<file path="src/nav_code_map.vh">
// Purpose : Constants for the navigation signal code generator
// Assumes : 25 MHz reference clock, all timing counted from it
// Notes   : Included by nav_signal_code_generator.v
`ifndef NAV_CODE_MAP_VH
`define NAV_CODE_MAP_VH

// =====================================================================
// Clock and chip rate
`define CLK_RATE_KHZ      15'd25000
`define CHIP_RATE_KHZ     15'd511
`define CHIPS_PER_EPOCH   9'd511
`define EPOCH_LAST_CHIP   9'd510

// =====================================================================
// Ranging code register
`define RC_STAGES         9
`define RC_INIT           9'h1ff
`define RC_OUT_STAGE      7
`define RC_TAP_A          5
`define RC_TAP_B          9

// =====================================================================
// String timing
`define STRING_TIME_MS    2000
`define DATA_TIME_MS      1700
`define DATA_BIT_MS       20
`define MEANDER_BIT_MS    10
`define SLOT_LAST_MS      4'd9
`define SLOT_LAST         8'd199
`define SLOT_MARK_FIRST   8'd170
`define DATA_BITS         85
`define MARK_BITS         30

// =====================================================================
// Time mark register
`define TM_STAGES         5
`define TM_INIT           5'h1f
`define TM_TAP_A          3
`define TM_TAP_B          5

`endif

</file>
<file path="src/nav_signal_code_generator.v">
// Purpose : Modulating train of a navigation signal: ranging code,
//           relative-coded message with meander, and time mark
// Assumes : One 25 MHz reference clock; STRING_ALIGN comes from the
//           onboard time scale on even seconds; DATA_* from the
//           onboard processor on the same clock
// Notes   : Chip timing uses a fractional accumulator, exact on average
`timescale 1ns/10ps
`include "nav_code_map.vh"

module nav_signal_code_generator #(
    parameter WIDTH = 1
) (
    input  wire             CLK,
    input  wire             RST_N,
    input  wire             STRING_ALIGN,
    input  wire [WIDTH-1:0] DATA_BIT,
    input  wire             DATA_VALID,
    output wire             DATA_READY,
    output reg              MOD_OUT,
    output reg              CODE_OUT,
    output reg              NAV_OUT,
    output reg              CHIP_TICK,
    output reg              EPOCH_START,
    output reg              STRING_START,
    output reg              UNDERRUN
);

    // =================================================================
    // Alignment input synchroniser and edge detect
    reg        align_s1_q;
    reg        align_s2_q;
    reg        align_s3_q;
    wire       align_evt;

    always @(posedge CLK) begin
        if (!RST_N) begin
            align_s1_q <= 1'b0;
            align_s2_q <= 1'b0;
            align_s3_q <= 1'b0;
        end else begin
            align_s1_q <= STRING_ALIGN;
            align_s2_q <= align_s1_q;
            align_s3_q <= align_s2_q;
        end
    end

    assign align_evt = align_s2_q & ~align_s3_q;

    // =================================================================
    // Two-entry input buffer
    reg  [WIDTH-1:0] buf_mem [0:1];
    reg              wr_ptr_q;
    reg              rd_ptr_q;
    reg  [1:0]       cnt_q;
    wire             buf_empty;
    wire             push;
    wire             pop;
    wire             pop_req;

    assign buf_empty  = (cnt_q == 2'd0);
    assign DATA_READY = (cnt_q != 2'd2);
    assign push       = DATA_VALID & DATA_READY;
    assign pop        = pop_req & ~buf_empty;

    always @(posedge CLK) begin
        if (push) begin
            buf_mem[wr_ptr_q] <= DATA_BIT;
        end
    end

    always @(posedge CLK) begin
        if (!RST_N) begin
            wr_ptr_q <= 1'b0;
            rd_ptr_q <= 1'b0;
            cnt_q    <= 2'd0;
        end else begin
            if (push) begin
                wr_ptr_q <= ~wr_ptr_q;
            end
            if (pop) begin
                rd_ptr_q <= ~rd_ptr_q;
            end
            if (push & ~pop) begin
                cnt_q <= cnt_q + 2'd1;
            end else if (pop & ~push) begin
                cnt_q <= cnt_q - 2'd1;
            end
        end
    end

    // =================================================================
    // Chip timing from the reference clock
    reg  [14:0] acc_q;
    reg  [14:0] acc_d;
    reg  [15:0] acc_sum;
    reg         tick_d;

    always @* begin
        acc_sum = {1'b0, acc_q} + {1'b0, `CHIP_RATE_KHZ};
        tick_d  = (acc_sum >= {1'b0, `CLK_RATE_KHZ});
        if (tick_d) begin
            acc_d = acc_sum[14:0] - `CLK_RATE_KHZ;
        end else begin
            acc_d = acc_sum[14:0];
        end
    end

    // =================================================================
    // Epoch, millisecond slot and string counters
    reg  [8:0] chip_q;
    reg  [3:0] sub_ms_q;
    reg  [7:0] slot_q;
    wire       epoch_end;
    wire       slot_end;
    wire [7:0] slot_next;
    wire       in_data;

    assign epoch_end = tick_d & (chip_q == `EPOCH_LAST_CHIP);
    assign slot_end  = epoch_end & (sub_ms_q == `SLOT_LAST_MS);
    assign slot_next = (slot_q == `SLOT_LAST) ? 8'd0 : slot_q + 8'd1;
    assign in_data   = (slot_q < `SLOT_MARK_FIRST);

    always @(posedge CLK) begin
        if (!RST_N || align_evt) begin
            acc_q    <= 15'd0;
            chip_q   <= 9'd0;
            sub_ms_q <= 4'd0;
            slot_q   <= 8'd0;
        end else begin
            acc_q <= acc_d;
            if (tick_d) begin
                chip_q <= epoch_end ? 9'd0 : chip_q + 9'd1;
            end
            if (epoch_end) begin
                sub_ms_q <= slot_end ? 4'd0 : sub_ms_q + 4'd1;
            end
            if (slot_end) begin
                slot_q <= slot_next;
            end
        end
    end

    // =================================================================
    // Ranging code register, one generate stage per bit
    localparam [`RC_STAGES:1] RC_SEED = `RC_INIT;

    reg  [`RC_STAGES:1] rc_q;
    wire [`RC_STAGES:1] rc_d;
    wire                rc_load;
    wire                rc_fb;
    genvar              gi;

    assign rc_load = align_evt | epoch_end;
    assign rc_fb   = rc_q[`RC_TAP_A] ^ rc_q[`RC_TAP_B];

    generate
        for (gi = 1; gi <= `RC_STAGES; gi = gi + 1) begin : g_rc
            if (gi == 1) begin : g_first
                assign rc_d[gi] = rc_load ? RC_SEED[gi]
                                : (tick_d ? rc_fb : rc_q[gi]);
            end else begin : g_next
                assign rc_d[gi] = rc_load ? RC_SEED[gi]
                                : (tick_d ? rc_q[gi-1] : rc_q[gi]);
            end
        end
    endgenerate

    always @(posedge CLK) begin
        if (!RST_N) begin
            rc_q <= `RC_INIT;
        end else begin
            rc_q <= rc_d;
        end
    end

    // =================================================================
    // Message data in relative code
    wire       load_bit;
    reg        rel_q;
    reg        data_now;

    assign load_bit = slot_end & ~slot_next[0]
                      & (slot_next < `SLOT_MARK_FIRST);
    assign pop_req  = load_bit & (slot_next != 8'd0);

    always @* begin
        if (slot_next == 8'd0) begin
            data_now = 1'b0;
        end else if (buf_empty) begin
            data_now = 1'b0;
        end else begin
            data_now = buf_mem[rd_ptr_q][0];
        end
    end

    always @(posedge CLK) begin
        if (!RST_N || align_evt) begin
            rel_q    <= 1'b0;
            UNDERRUN <= 1'b0;
        end else begin
            UNDERRUN <= pop_req & buf_empty;
            if (load_bit) begin
                rel_q <= data_now ^ rel_q;
            end
        end
    end

    // =================================================================
    // Time mark register, one generate stage per bit
    localparam [`TM_STAGES:1] TM_SEED = `TM_INIT;

    reg  [`TM_STAGES:1] tm_q;
    wire [`TM_STAGES:1] tm_d;
    wire                tm_load;
    wire                tm_step;
    wire                tm_fb;

    assign tm_load = align_evt
                     | (slot_end & (slot_next == `SLOT_MARK_FIRST));
    assign tm_step = slot_end & ~in_data & ~tm_load;
    assign tm_fb   = tm_q[`TM_TAP_A] ^ tm_q[`TM_TAP_B];

    generate
        for (gi = 1; gi <= `TM_STAGES; gi = gi + 1) begin : g_tm
            if (gi == 1) begin : g_first
                assign tm_d[gi] = tm_load ? TM_SEED[gi]
                                : (tm_step ? tm_fb : tm_q[gi]);
            end else begin : g_next
                assign tm_d[gi] = tm_load ? TM_SEED[gi]
                                : (tm_step ? tm_q[gi-1] : tm_q[gi]);
            end
        end
    endgenerate

    always @(posedge CLK) begin
        if (!RST_N) begin
            tm_q <= `TM_INIT;
        end else begin
            tm_q <= tm_d;
        end
    end

    // =================================================================
    // Output combiner
    wire code_bit;
    wire nav_bit;

    assign code_bit = rc_q[`RC_OUT_STAGE];
    assign nav_bit  = in_data ? (rel_q ^ slot_q[0])
                              : tm_q[`TM_STAGES];

    // =================================================================
    // Output next values
    reg mod_d;
    reg code_d;
    reg nav_d;
    reg epoch_d;
    reg string_d;

    always @* begin
        code_d   = code_bit;
        nav_d    = nav_bit;
        mod_d    = code_bit ^ nav_bit;
        epoch_d  = epoch_end | align_evt;
        string_d = (slot_end & (slot_next == 8'd0)) | align_evt;
    end

    always @(posedge CLK) begin
        if (!RST_N) begin
            MOD_OUT      <= 1'b0;
            CODE_OUT     <= 1'b0;
            NAV_OUT      <= 1'b0;
            CHIP_TICK    <= 1'b0;
            EPOCH_START  <= 1'b0;
            STRING_START <= 1'b0;
        end else begin
            MOD_OUT      <= mod_d;
            CODE_OUT     <= code_d;
            NAV_OUT      <= nav_d;
            CHIP_TICK    <= tick_d;
            EPOCH_START  <= epoch_d;
            STRING_START <= string_d;
        end
    end

endmodule // nav_signal_code_generator

</file>
<file path="config.mk">
export PLATFORM = sky130hd
export DESIGN_NAME = nav_signal_code_generator
export DESIGN_NICKNAME = d
export VERILOG_FILES = /design/src/nav_signal_code_generator.v
export VERILOG_INCLUDE_DIRS = /design/src
export SDC_FILE = /design/constraint.sdc
export NUM_CORES = 1
export LEC_CHECK = 0
export ABC_AREA = 1
export BUFFER_PORTS_ARGS = -buffer_cell sky130_fd_sc_hd__buf_4
export CAP_MARGIN = 20
export CORE_UTILIZATION = 40
export DETAILED_ROUTE_END_ITERATION = 16
export PLACE_DENSITY_LB_ADDON = 0.3
export SYNTH_ARGS = -nofsm -noshare
export SYNTH_HDL_FRONTEND = slang
export SYNTH_SLANG_ARGS = --single-unit
</file>
<file path="constraint.sdc">
create_clock -name CLK -period 3.1 [get_ports CLK]
set_clock_uncertainty 0.2 [all_clocks]
set_input_delay 0.62 -clock CLK [delete_from_list [all_inputs] [get_ports CLK]]
set_output_delay 0.62 -clock CLK [all_outputs]
set_load 0.01 [all_outputs]
</file>
-- After elaboration in Yosys (flattened, before gate mapping)
Memories as Yosys holds them, arrays and structs flattened. A register that Yosys moved wholly into a read port is not among the register bits.
Index checks and enable logic that the tools add are counted.
W data, S select, Z words.
- memories: 1
- RAM bits: 2
- input port bits: 5
- register bits: 65
- output and inout port bits: 8
- word-level logic and storage cells: 90
- $lt $le $gt $ge: 3
- bitwise logic cells: 33
- eq/ne operators: 5
- add/sub/neg operators: 7
- mux-type cells: 13
- reductions and logical operators: 8
- memory list (name ; depth ; bits a word ; read ports ; clocked after memory_dff ; wr ports ; RTL line ; RTL):
    buf_mem ; 2 ; 1 ; 1 ; 1 ; 1 ; nav_signal_code_generator.v:51 ; reg [WIDTH-1:0] buf_mem [0:1];
- operators by type and width (operator ; count):
    $add A15 B9 Y16 const B ; 1
    $eq A8 B8 Y1 const B ; 2
    $ge A16 B15 Y1 const B ; 1
    $lt A8 B8 Y1 const B ; 2
    $and A1 B1 Y1 ; 15
    $mux W15 ; 1
    $sub A15 B15 Y15 const B ; 1
    $not A1 Y1 ; 10
    $add A9 B1 Y9 const B ; 1
    $eq A9 B9 Y1 const B ; 1
    $mux W9 ; 1
    $add A8 B1 Y8 const B ; 1
    $logic_not A8 Y1 ; 1
    $mux W8 ; 1
    $reduce_bool A8 Y1 ; 1
    $mux W1 ; 7
    $xor A1 B1 Y1 ; 5
    $add A4 B1 Y4 const B ; 1
    $eq A4 B4 Y1 const B ; 1
    $mux W2 ; 2
    $mux W4 ; 1
    $reduce_or A2 Y1 ; 2
    $or A1 B1 Y1 ; 3
    $add A2 B1 Y2 const B ; 1
    6 further kinds ; 6

-- Longest topological paths before layout
Gate-level depths: netlist of run 1.
- depth in word-level cells: 11
- depth in mapped cells: 21
- depth with buffers taken out: 21

-- Worst setup path before layout of run 1
No wires, ideal clock.
- path type: reg2reg
- from: reg acc_q[0]
- to: reg cnt_q[1]
- library setup time: 122 ps
- path slack: 310 ps
- data required time: 2778 ps
- period minus slack after synthesis: 2790 ps
- cell stages (with the launch flop): 21
- data arrival time: 2468 ps
- buffers on the path: 0
- cells stage by stage: dfxtp_1 -> inv_1 -> ha_1 -> nand2_1 -> inv_2 -> nand3_2 -> nand2_1 -> nand2_1 -> nand2_4 -> nand2_2 -> nor2_4 -> nand2_1 -> nand3_4 -> nand4_1 -> nor2_2 -> nand2_1 -> ha_1 -> a21oi_1 -> o21ai_0 -> o21ai_0 -> a21oi_1
- word-level cells in the longest chain between the ends: 11
- elaborated cells on any way between the ends: 13
- classes of those cells: 1 x add/sub; 1 x order compare; 1 x mux; 9 x bitwise; 1 x reduce/logical
- ends and longest elaborated chain (element ; RTL line ; RTL):
    start: declaration ; nav_signal_code_generator.v:93 ; reg [14:0] acc_q;
    start signal: assignment ; nav_signal_code_generator.v:125 ; acc_q <= 15'd0;
    start signal: assignment ; nav_signal_code_generator.v:130 ; acc_q <= acc_d;
    $add A15 B9 Y16 * ; nav_signal_code_generator.v:99 ; acc_sum = {1'b0, acc_q} + {1'b0, `CHIP_RATE_KHZ};
    $ge A16 B15 Y1 * ; nav_signal_code_generator.v:100 ; tick_d = (acc_sum >= {1'b0, `CLK_RATE_KHZ});
    $and A1 B1 Y1 * ; nav_signal_code_generator.v:118 ; assign epoch_end = tick_d & (chip_q == `EPOCH_LAST_CHIP);
    $and A1 B1 Y1 * ; nav_signal_code_generator.v:119 ; assign slot_end = epoch_end & (sub_ms_q == `SLOT_LAST_MS);
    $and A1 B1 Y1 * (2 in a row) ; nav_signal_code_generator.v:182 ; assign load_bit = slot_end & ~slot_next[0]
    $and A1 B1 Y1 * ; nav_signal_code_generator.v:184 ; assign pop_req = load_bit & (slot_next != 8'd0);
    $and A1 B1 Y1 * ; nav_signal_code_generator.v:63 ; assign pop = pop_req & ~buf_empty;
    $not A1 Y1 ; nav_signal_code_generator.v:83 ; if (push & ~pop) begin
    $and A1 B1 Y1 ; nav_signal_code_generator.v:83 ;
    $mux W2 / $reduce_bool A2 Y1 (equally long branches) ; n/a ;
    end signal: assignment ; nav_signal_code_generator.v:84 ; cnt_q <= cnt_q + 2'd1;
    end signal: assignment ; nav_signal_code_generator.v:86 ; cnt_q <= cnt_q - 2'd1;
    end: declaration ; nav_signal_code_generator.v:54 ; reg [1:0] cnt_q;
Mark *: on every way between the ends. The rest lies on a longest branch, timed or not.
A chain may end at the register's enable or synchronous reset.

-- Final worst setup path of run 1
- from: reg acc_q[1]
- to: reg acc_q[5]
- word-level cells in the longest chain between the ends: 3
- elaborated cells on any way between the ends: 4
- classes of those cells: 2 x add/sub; 1 x order compare; 1 x mux
- ends and longest elaborated chain (element ; RTL line ; RTL):
    $add A15 B9 Y16 * ; nav_signal_code_generator.v:99 ;
    $sub A15 B15 Y15 (no line) / $ge A16 B15 Y1 (equally long branches) ; n/a ;
    $mux W15 * ; nav_signal_code_generator.v:101 ; if (tick_d) begin
Marks and branches as above.

==> flow_summary.json, run 1 <==
{
  "std_cell_rows": 34,
  "path_cells": "inv_1, ha_4, nand2_1, inv_2, nand2_1, nand2_2, nand2_1, nand2_1, nand2_1, nand2_2, nor2_2, nand2_2, nand3_4, buf_4, inv_1, o21a_1, nor3_1",
  "total_power_mw": 2.17,
  "postLayoutCellArea_mm2": 0.00416,
  "grt.total_usage_pct": 17.1,
  "io_pins": 13,
  "hold_path.class": "flip-flop to flip-flop",
  "holdWs_ns": 0.216,
  "synth.top_cells.by_count": "nand2_1 (99), inv_1 (71), dfxtp_1 (66), nor2_1 (45)",
  "ant_nets": 0,
  "drc": 0,
  "critPathMaxFanout": 34,
  "fin_util_pct": 47.2,
  "p_int_mw": 1.49,
  "synth.top_cells.by_area": "dfxtp_1 (36%), nand2_1 (10%), inv_1 (7.2%), a21oi_1 (4.9%), nand3_1 (4.9%)",
  "placedCellCount": 623,
  "cts_max_path_buffers": 2,
  "worst_slew_pin_slew_ns": 0.581,
  "arrival_ns": 2.88,
  "synth_seq_cells": 68,
  "grt_pass1_vias": 3051,
  "seqPwrFrac_pct": 44.2,
  "coreArea_mm2": 0.00881,
  "p_comb_share_pct": 21.1,
  "p_leak_nw": 1.83,
  "power_frac_clock_pct": 34.7,
  "rsz0062_at_grt": "no",
  "power_density_mw_per_mm2": 522,
  "synth_flop_cell": "dfxtp_1",
  "synth_edf_count": 2,
  "layout-drive-gt1-share_pct": 17.6,
  "final_hold_viol_count": 0,
  "root_buffer": "clkbuf_8",
  "yosysSeqAreaShare_pct": 37.5,
  "drt-initial-drc-count": 123,
  "drt_pass1_iterations": 4,
  "die_h_um": 97.9,
  "grtUsageMet3_pct": 4.08,
  "grt_max_degree": 35,
  "tns_ns": 0,
  "clkTransAtPathRegs_ns": 0.07,
  "synth_area_mm2": 0.00368,
  "cts.sinks": 68,
  "syn_avg_cell_area_um2": 7.28,
  "io_buffer_count": 12,
  "synth_top_area_share_pct": 35.9,
  "grtUsageMet1_pct": 22.3,
  "worstSetupStartpointType": "flip-flop",
  "final_cells": 641,
  "preCtsSetupSlack_ns": 0.113,
  "period_needed_ns": 2.81,
  "crit_path_frequent_cell": "nand2_1",
  "nets": 542,
  "area_delta_synth_final_pct": 13.0,
  "numCtsBuffers": 9,
  "dpl.hpwl_mm": 5.45,
  "max_stage_delay_ns": 0.36,
  "end_kind": "flip-flop",
  "synth_area_leader_cell": "dfxtp_1",
  "syn-num-nets": 520,
  "grt.busiest_layer": "met2",
  "worstSetupPathType": "flip-flop to flip-flop",
  "worst_slack_ns": 0.293,
  "p_switching_uw": 683,
  "yosys_warnings": 0,
  "wirelength_mm": 7.58,
  "swShare_pct": 31.5,
  "overflow": 0,
  "start_util_pct": 41.8,
  "period_share_pct": 90.6,
  "synth_most_common_cell": "nand2_1",
  "num_vias": 3246,
  "worstPathRequired_ns": 3.17,
  "nFillCells": 852,
  "vias_per_cell": 5.06,
  "cts_tree": "built",
  "drv_slew": 0,
  "antenna_found_initial": 0,
  "async_flop_share_pct": 0,
  "placed_area_mm2": 0.00389,
  "setup_viol": 0,
  "antenna_cells": 0,
  "wl_per_cell_um": 11.8,
  "holdCritStartpoint": "align_s1_q$_SDFF_PN0_",
  "clk_latency_ns": 0.34,
  "max-slew-margin-rel_pct": 60.9,
  "peakVddDrop_mv": 0.273,
  "cpMaxStageDelayCell": "dfxtp_2",
  "syn_inst": 506,
  "startpoint": "acc_q[1]$_SDFF_PP0_",
  "grt_util_met2_pct": 26.4,
  "h-tree-depth": 3,
  "fp.dieW_um": 97.9,
  "fmax_mhz": 356,
  "status": "finished, final reports clean",
  "maxCapViolCount": 0,
  "gp_congestion": 0.859,
  "r2r-start": "acc_q[1]$_SDFF_PP0_",
  "grt_pass1_wl_mm": 13.3,
  "post_synth_num_cell_types": 43,
  "die_area_mm2": 0.00959
}
## sequential cells by signal (all words and copies together) (netlist names), named ones only
| register | cells |
|---|---|
| acc_q | 15 |
| chip_q | 9 |
| rc_q | 9 |
| slot_q | 8 |
| tm_q | 5 |
| sub_ms_q | 4 |
| buf_mem | 2 |
| cnt_q | 2 |
| CHIP_TICK | 1 |
| CODE_OUT | 1 |
| EPOCH_START | 1 |
| MOD_OUT | 1 |
| NAV_OUT | 1 |
| STRING_START | 1 |
| UNDERRUN | 1 |
| align_s1_q | 1 |
| align_s2_q | 1 |
| align_s3_q | 1 |
| rd_ptr_q | 1 |
| rel_q | 1 |
| wr_ptr_q | 1 |
## worst max-delay path: cells and delay by family (launching register included)
kind	cells	cell delay, ns
buffers and inverters	4	0.82
AND/OR/NAND/NOR	11	0.91
flip-flops	1	0.36
AO/OA/AOI/OAI	1	0.26
adder cells (fa/ha/maj)	1	0.17
## kinds of logic after synthesis
| family | Yosys count | synth area share, % |
|---|---|---|
| AOI/OAI and AO/OA | 85 | 13.2 |
| xor gates and xnor gates | 7 | 1.67 |
| adders and majority gates | 9 | 3.06 |
| buffers and inverters | 85 | 9.48 |
| DFF | 68 | 37.5 |
| and+or+nand+nor | 252 | 35.1 |
## metal layers
layer  wire (um)  share of wire (%)
met3         356                4.7
met1        3670                 48
met2        3380                 45
met4         163                2.2
met5           0                  0
## final timing paths
kind / endpoint / slack [ns] / cells after the start
hold / removal: align_s2_q$_SDFF_PN0_ / 0.22 / 2
hold reg to reg: align_s2_q$_SDFF_PN0_ / 0.22 / 2
setup reg to reg: acc_q[5]$_SDFF_PP0_ / 0.29 / 17
setup / recovery: acc_q[5]$_SDFF_PP0_ / 0.29 / 17
## layout make-up
cell class                 instances  area (um^2)  area share (%)
tap                              108          135            3.25
clock inverter                     4         47.5            1.14
clock buffer                      12          155            3.73
multi-input combinational        353         2000            48.2
inverter                          77          292            7.01
sequential                        68         1380            33.3
timing repair buffer              19          143            3.43
## what timing repair did
| item | in CTS | in global routing |
|---|---|---|
| endpoints found under the setup margin | 0 | 28 |
| setup buffers | 0 | 2 |
| gates resized for setup | 0 | 15 |
| hold buffers | 0 | 0 |
## cells in the final DEF (no fill, tap or decap), drive strengths merged, types with 5 or more instances in the layout
cell    synthesis  routed
xor2            5       5
o211ai         10      10
nand3          41      41
inv            77      77
dfxtp          66      66
nor2           60      60
nor3           13      13
clkbuf          3      12
o21ai          29      29
nand4           8       8
buf             5      19
ha              9       9
a21oi          36      36
nand2         116     116
## power groups by stage
| stage | logic (mW) | clock network, mW | registers, mW |
|---|---|---|---|
| final | 0.458 | 0.754 | 0.960 |
| after global routing | 0.520 | 0.809 | 0.965 |
| after global placement | 0.420 | 0 | 0.975 |
| after detailed placement | 0.429 | 0 | 0.977 |
| after floorplan | 0.345 | 0 | 0.968 |
| after CTS | 0.430 | 0.770 | 0.957 |
(Power assumes the default switching activity.)
==> inputs of run 2 (changes only) <==
Settings changed: ABC_AREA 1 to default.
==> run 2 against run 1 <==
  * Wire length increased by 19%
  * Critical path type unchanged
  * Final area increased by 12%
  * First-iteration DRC count increased by 42%
==> flow_summary.json, run 2 <==
{
  "grt_pass1_wl_mm": 15.2,
  "worstSetupPathType": "flip-flop to flip-flop",
  "drv_slew": 0,
  "async_flop_share_pct": 0,
  "fin_util_pct": 50.4,
  "synth.top_cells.by_area": "dfxtp_1 (35%), a21oi_1 (6.6%), o21ai_0 (4.8%), nand2_1 (3.8%), nor2_1 (3.2%)",
  "period_needed_ns": 2.95,
  "std_cell_rows": 35,
  "maxCapViolCount": 0,
  "wl_per_cell_um": 13.9,
  "reg2regPathDepth": 12,
  "synth_seq_cells": 68,
  "final_common_cell": "dfxtp_1",
  "antenna_cells": 0,
  "worstPathRequired_ns": 3.14,
  "drt-initial-drc-count": 175,
  "cts_max_path_buffers": 2,
  "cts_tree": "built",
  "worstHoldPathCells": 1,
  "drt_pass1_iterations": 6,
  "synth_top_area_share_pct": 34.6,
  "grt_max_degree": 31,
  "final_cell_mix": "dfxtp_1 (65), buf_4 (53), a21oi_1 (47)",
  "numCtsBuffers": 9,
  "coreArea_mm2": 0.00924,
  "dpl.hpwl_mm": 6.39,
  "critPathMaxFanout": 30,
  "h-tree-depth": 3,
  "total_power_mw": 2.57,
  "start_util_pct": 41.3,
  "yosys_warnings": 0,
  "worstSetupStartpointType": "flip-flop",
  "largest_reg_flops": 15,
  "top_regs": "acc_q (15), chip_q (9), rc_q (9)",
  "end_kind": "flip-flop",
  "drc": 0,
  "area_delta_synth_final_pct": 21.9,
  "layout-drive-gt1-share_pct": 19.4,
  "power_density_mw_per_mm2": 551,
  "gp_congestion": 0.827,
  "grt.total_usage_pct": 18.9,
  "synth_area_leader_cell": "dfxtp_1",
  "peakVddDrop_mv": 0.316,
  "holdWs_ns": 0.240,
  "arrival_ns": 2.99,
  "clk_latency_ns": 0.34,
  "synth_most_common_cell": "dfxtp_1",
  "io_buffer_count": 12,
  "synth.top_cells.by_count": "dfxtp_1 (66), a21oi_1 (50), nand2_1 (39), o21ai_0 (37), nor2_1 (33)",
  "period_share_pct": 95.1,
  "tns_ns": 0,
  "worst_slew_pin_slew_ns": 0.631,
  "grt_pass1_vias": 3346,
  "vias_per_cell": 5.60,
  "post_synth_num_cell_types": 62,
  "clkTransAtPathRegs_ns": 0.08,
  "largest_register": "acc_q",
  "overflow": 0,
  "syn-num-nets": 494,
  "setup_viol": 0,
  "root_buffer": "clkbuf_8",
  "max-slew-margin-rel_pct": 57.8,
  "synth_flop_cell": "dfxtp_1",
  "fp.dieW_um": 99.7,
  "yosysSeqAreaShare_pct": 36.2,
  "syn_avg_cell_area_um2": 7.96,
  "die_area_mm2": 0.00994,
  "synth_edf_count": 2,
  "antenna_found_initial": 0,
  "fmax_mhz": 339,
  "synth_area_mm2": 0.00382,
  "ant_nets": 0,
  "final_hold_viol_count": 0,
  "p_leak_nw": 1.71,
  "rsz0062_at_grt": "no",
  "hold_path.class": "flip-flop to flip-flop",
  "num_vias": 3633,
  "wirelength_mm": 8.99,
  "cts.sinks": 68,
  "die_h_um": 99.7,
  "syn_inst": 480,
  "worst_slack_ns": 0.152,
  "reg2reg_setup_slack_ns": 0.15,
  "status": "finished, final reports clean",
  "preCtsSetupSlack_ns": 0.0562,
  "io_pins": 13,
  "nets": 529
}
==> run 2: cell types whose count changed after synthesis, sizes merged, moves of 8 or more <==
cell	before	now
nor2	60	33
clkbuf	3	22
a21oi	36	50
xor2	5	13
or3	0	11
inv	77	13
nand3	41	22
or4	0	15
o21ai	29	37
nand4b	0	8
o211ai	10	2
nor3	13	22
and2	0	12
nand2	116	39
==> run 2: worst max-delay path, stage by stage (launching register included) <==
cell      delay, ns
dfxtp_1        0.36
inv_1          0.08
ha_4           0.17
nor3b_4        0.15
buf_12         0.14
and4_1         0.17
o21ai_0        0.29
a221oi_2       0.13
a32oi_2        0.29
buf_4          0.37
a41oi_2        0.19
buf_4          0.19
o211a_1        0.11
==> run 2: kinds of logic after synthesis <==
logic type,after synthesis,share of synthesized area [%]
compound gates,132,20.8
xor+xnor,22,5.04
fa+ha+maj,9,2.95
buf+inv,46,5.31
flops,68,36.2
mux,2,0.524
simple gates,201,29.2
==> run 2: path summary, 6_finish.rpt <==
path / start / end
worst max-delay path: acc_q[1]$_SDFF_PP0_ / chip_q[1]$_SDFFE_PP0N_
worst min-delay path: align_s1_q$_SDFF_PN0_ / align_s2_q$_SDFF_PN0_
worst max register to register: acc_q[1]$_SDFF_PP0_ / chip_q[1]$_SDFFE_PP0N_
worst min register to register: align_s1_q$_SDFF_PN0_ / align_s2_q$_SDFF_PN0_
==> run 2: cell type report <==
type                       instances  area, um^2
clock inverter                     7         114
fill                             900        4580
timing repair buffer              56         458
clock buffer                       9         124
sequential                        68        1380
multi-input combinational        366        2360
inverter                          14        52.6
tap                              129         161
==> run 2: layer usage <==
layer	vias up	GRT usage, %	share of wire, %
li1	1821	-	-
met1	1722	24.4	48
met2	79	31.2	47
met3	11	3.16	3.9
met4	0	7.69	1.4
met5	-	0	0
==> run 2: through the flow <==
step / area [um^2] / std cells
floorplan: 3890 / 480
global placement: 4320 / 632
detailed placement: 4320 / 632
CTS: 4550 / 648
global route: 4660 / 649
finish: 4660 / 649
==> run 2: report_power, final <==
group / switching, mW / internal [mW] / leakage (nW)
clock: 0.353 / 0.532 / 0.115
sequential: 0.0654 / 0.923 / 0.556
combinational: 0.363 / 0.330 / 1.04
total: 0.782 / 1.79 / 1.71
==> run 2: repair_timing <==
action,4_1_cts,5_1_grt
gates resized for setup,0,18
setup endpoints to repair,0,39
hold buffers,0,0
setup buffers,0,1
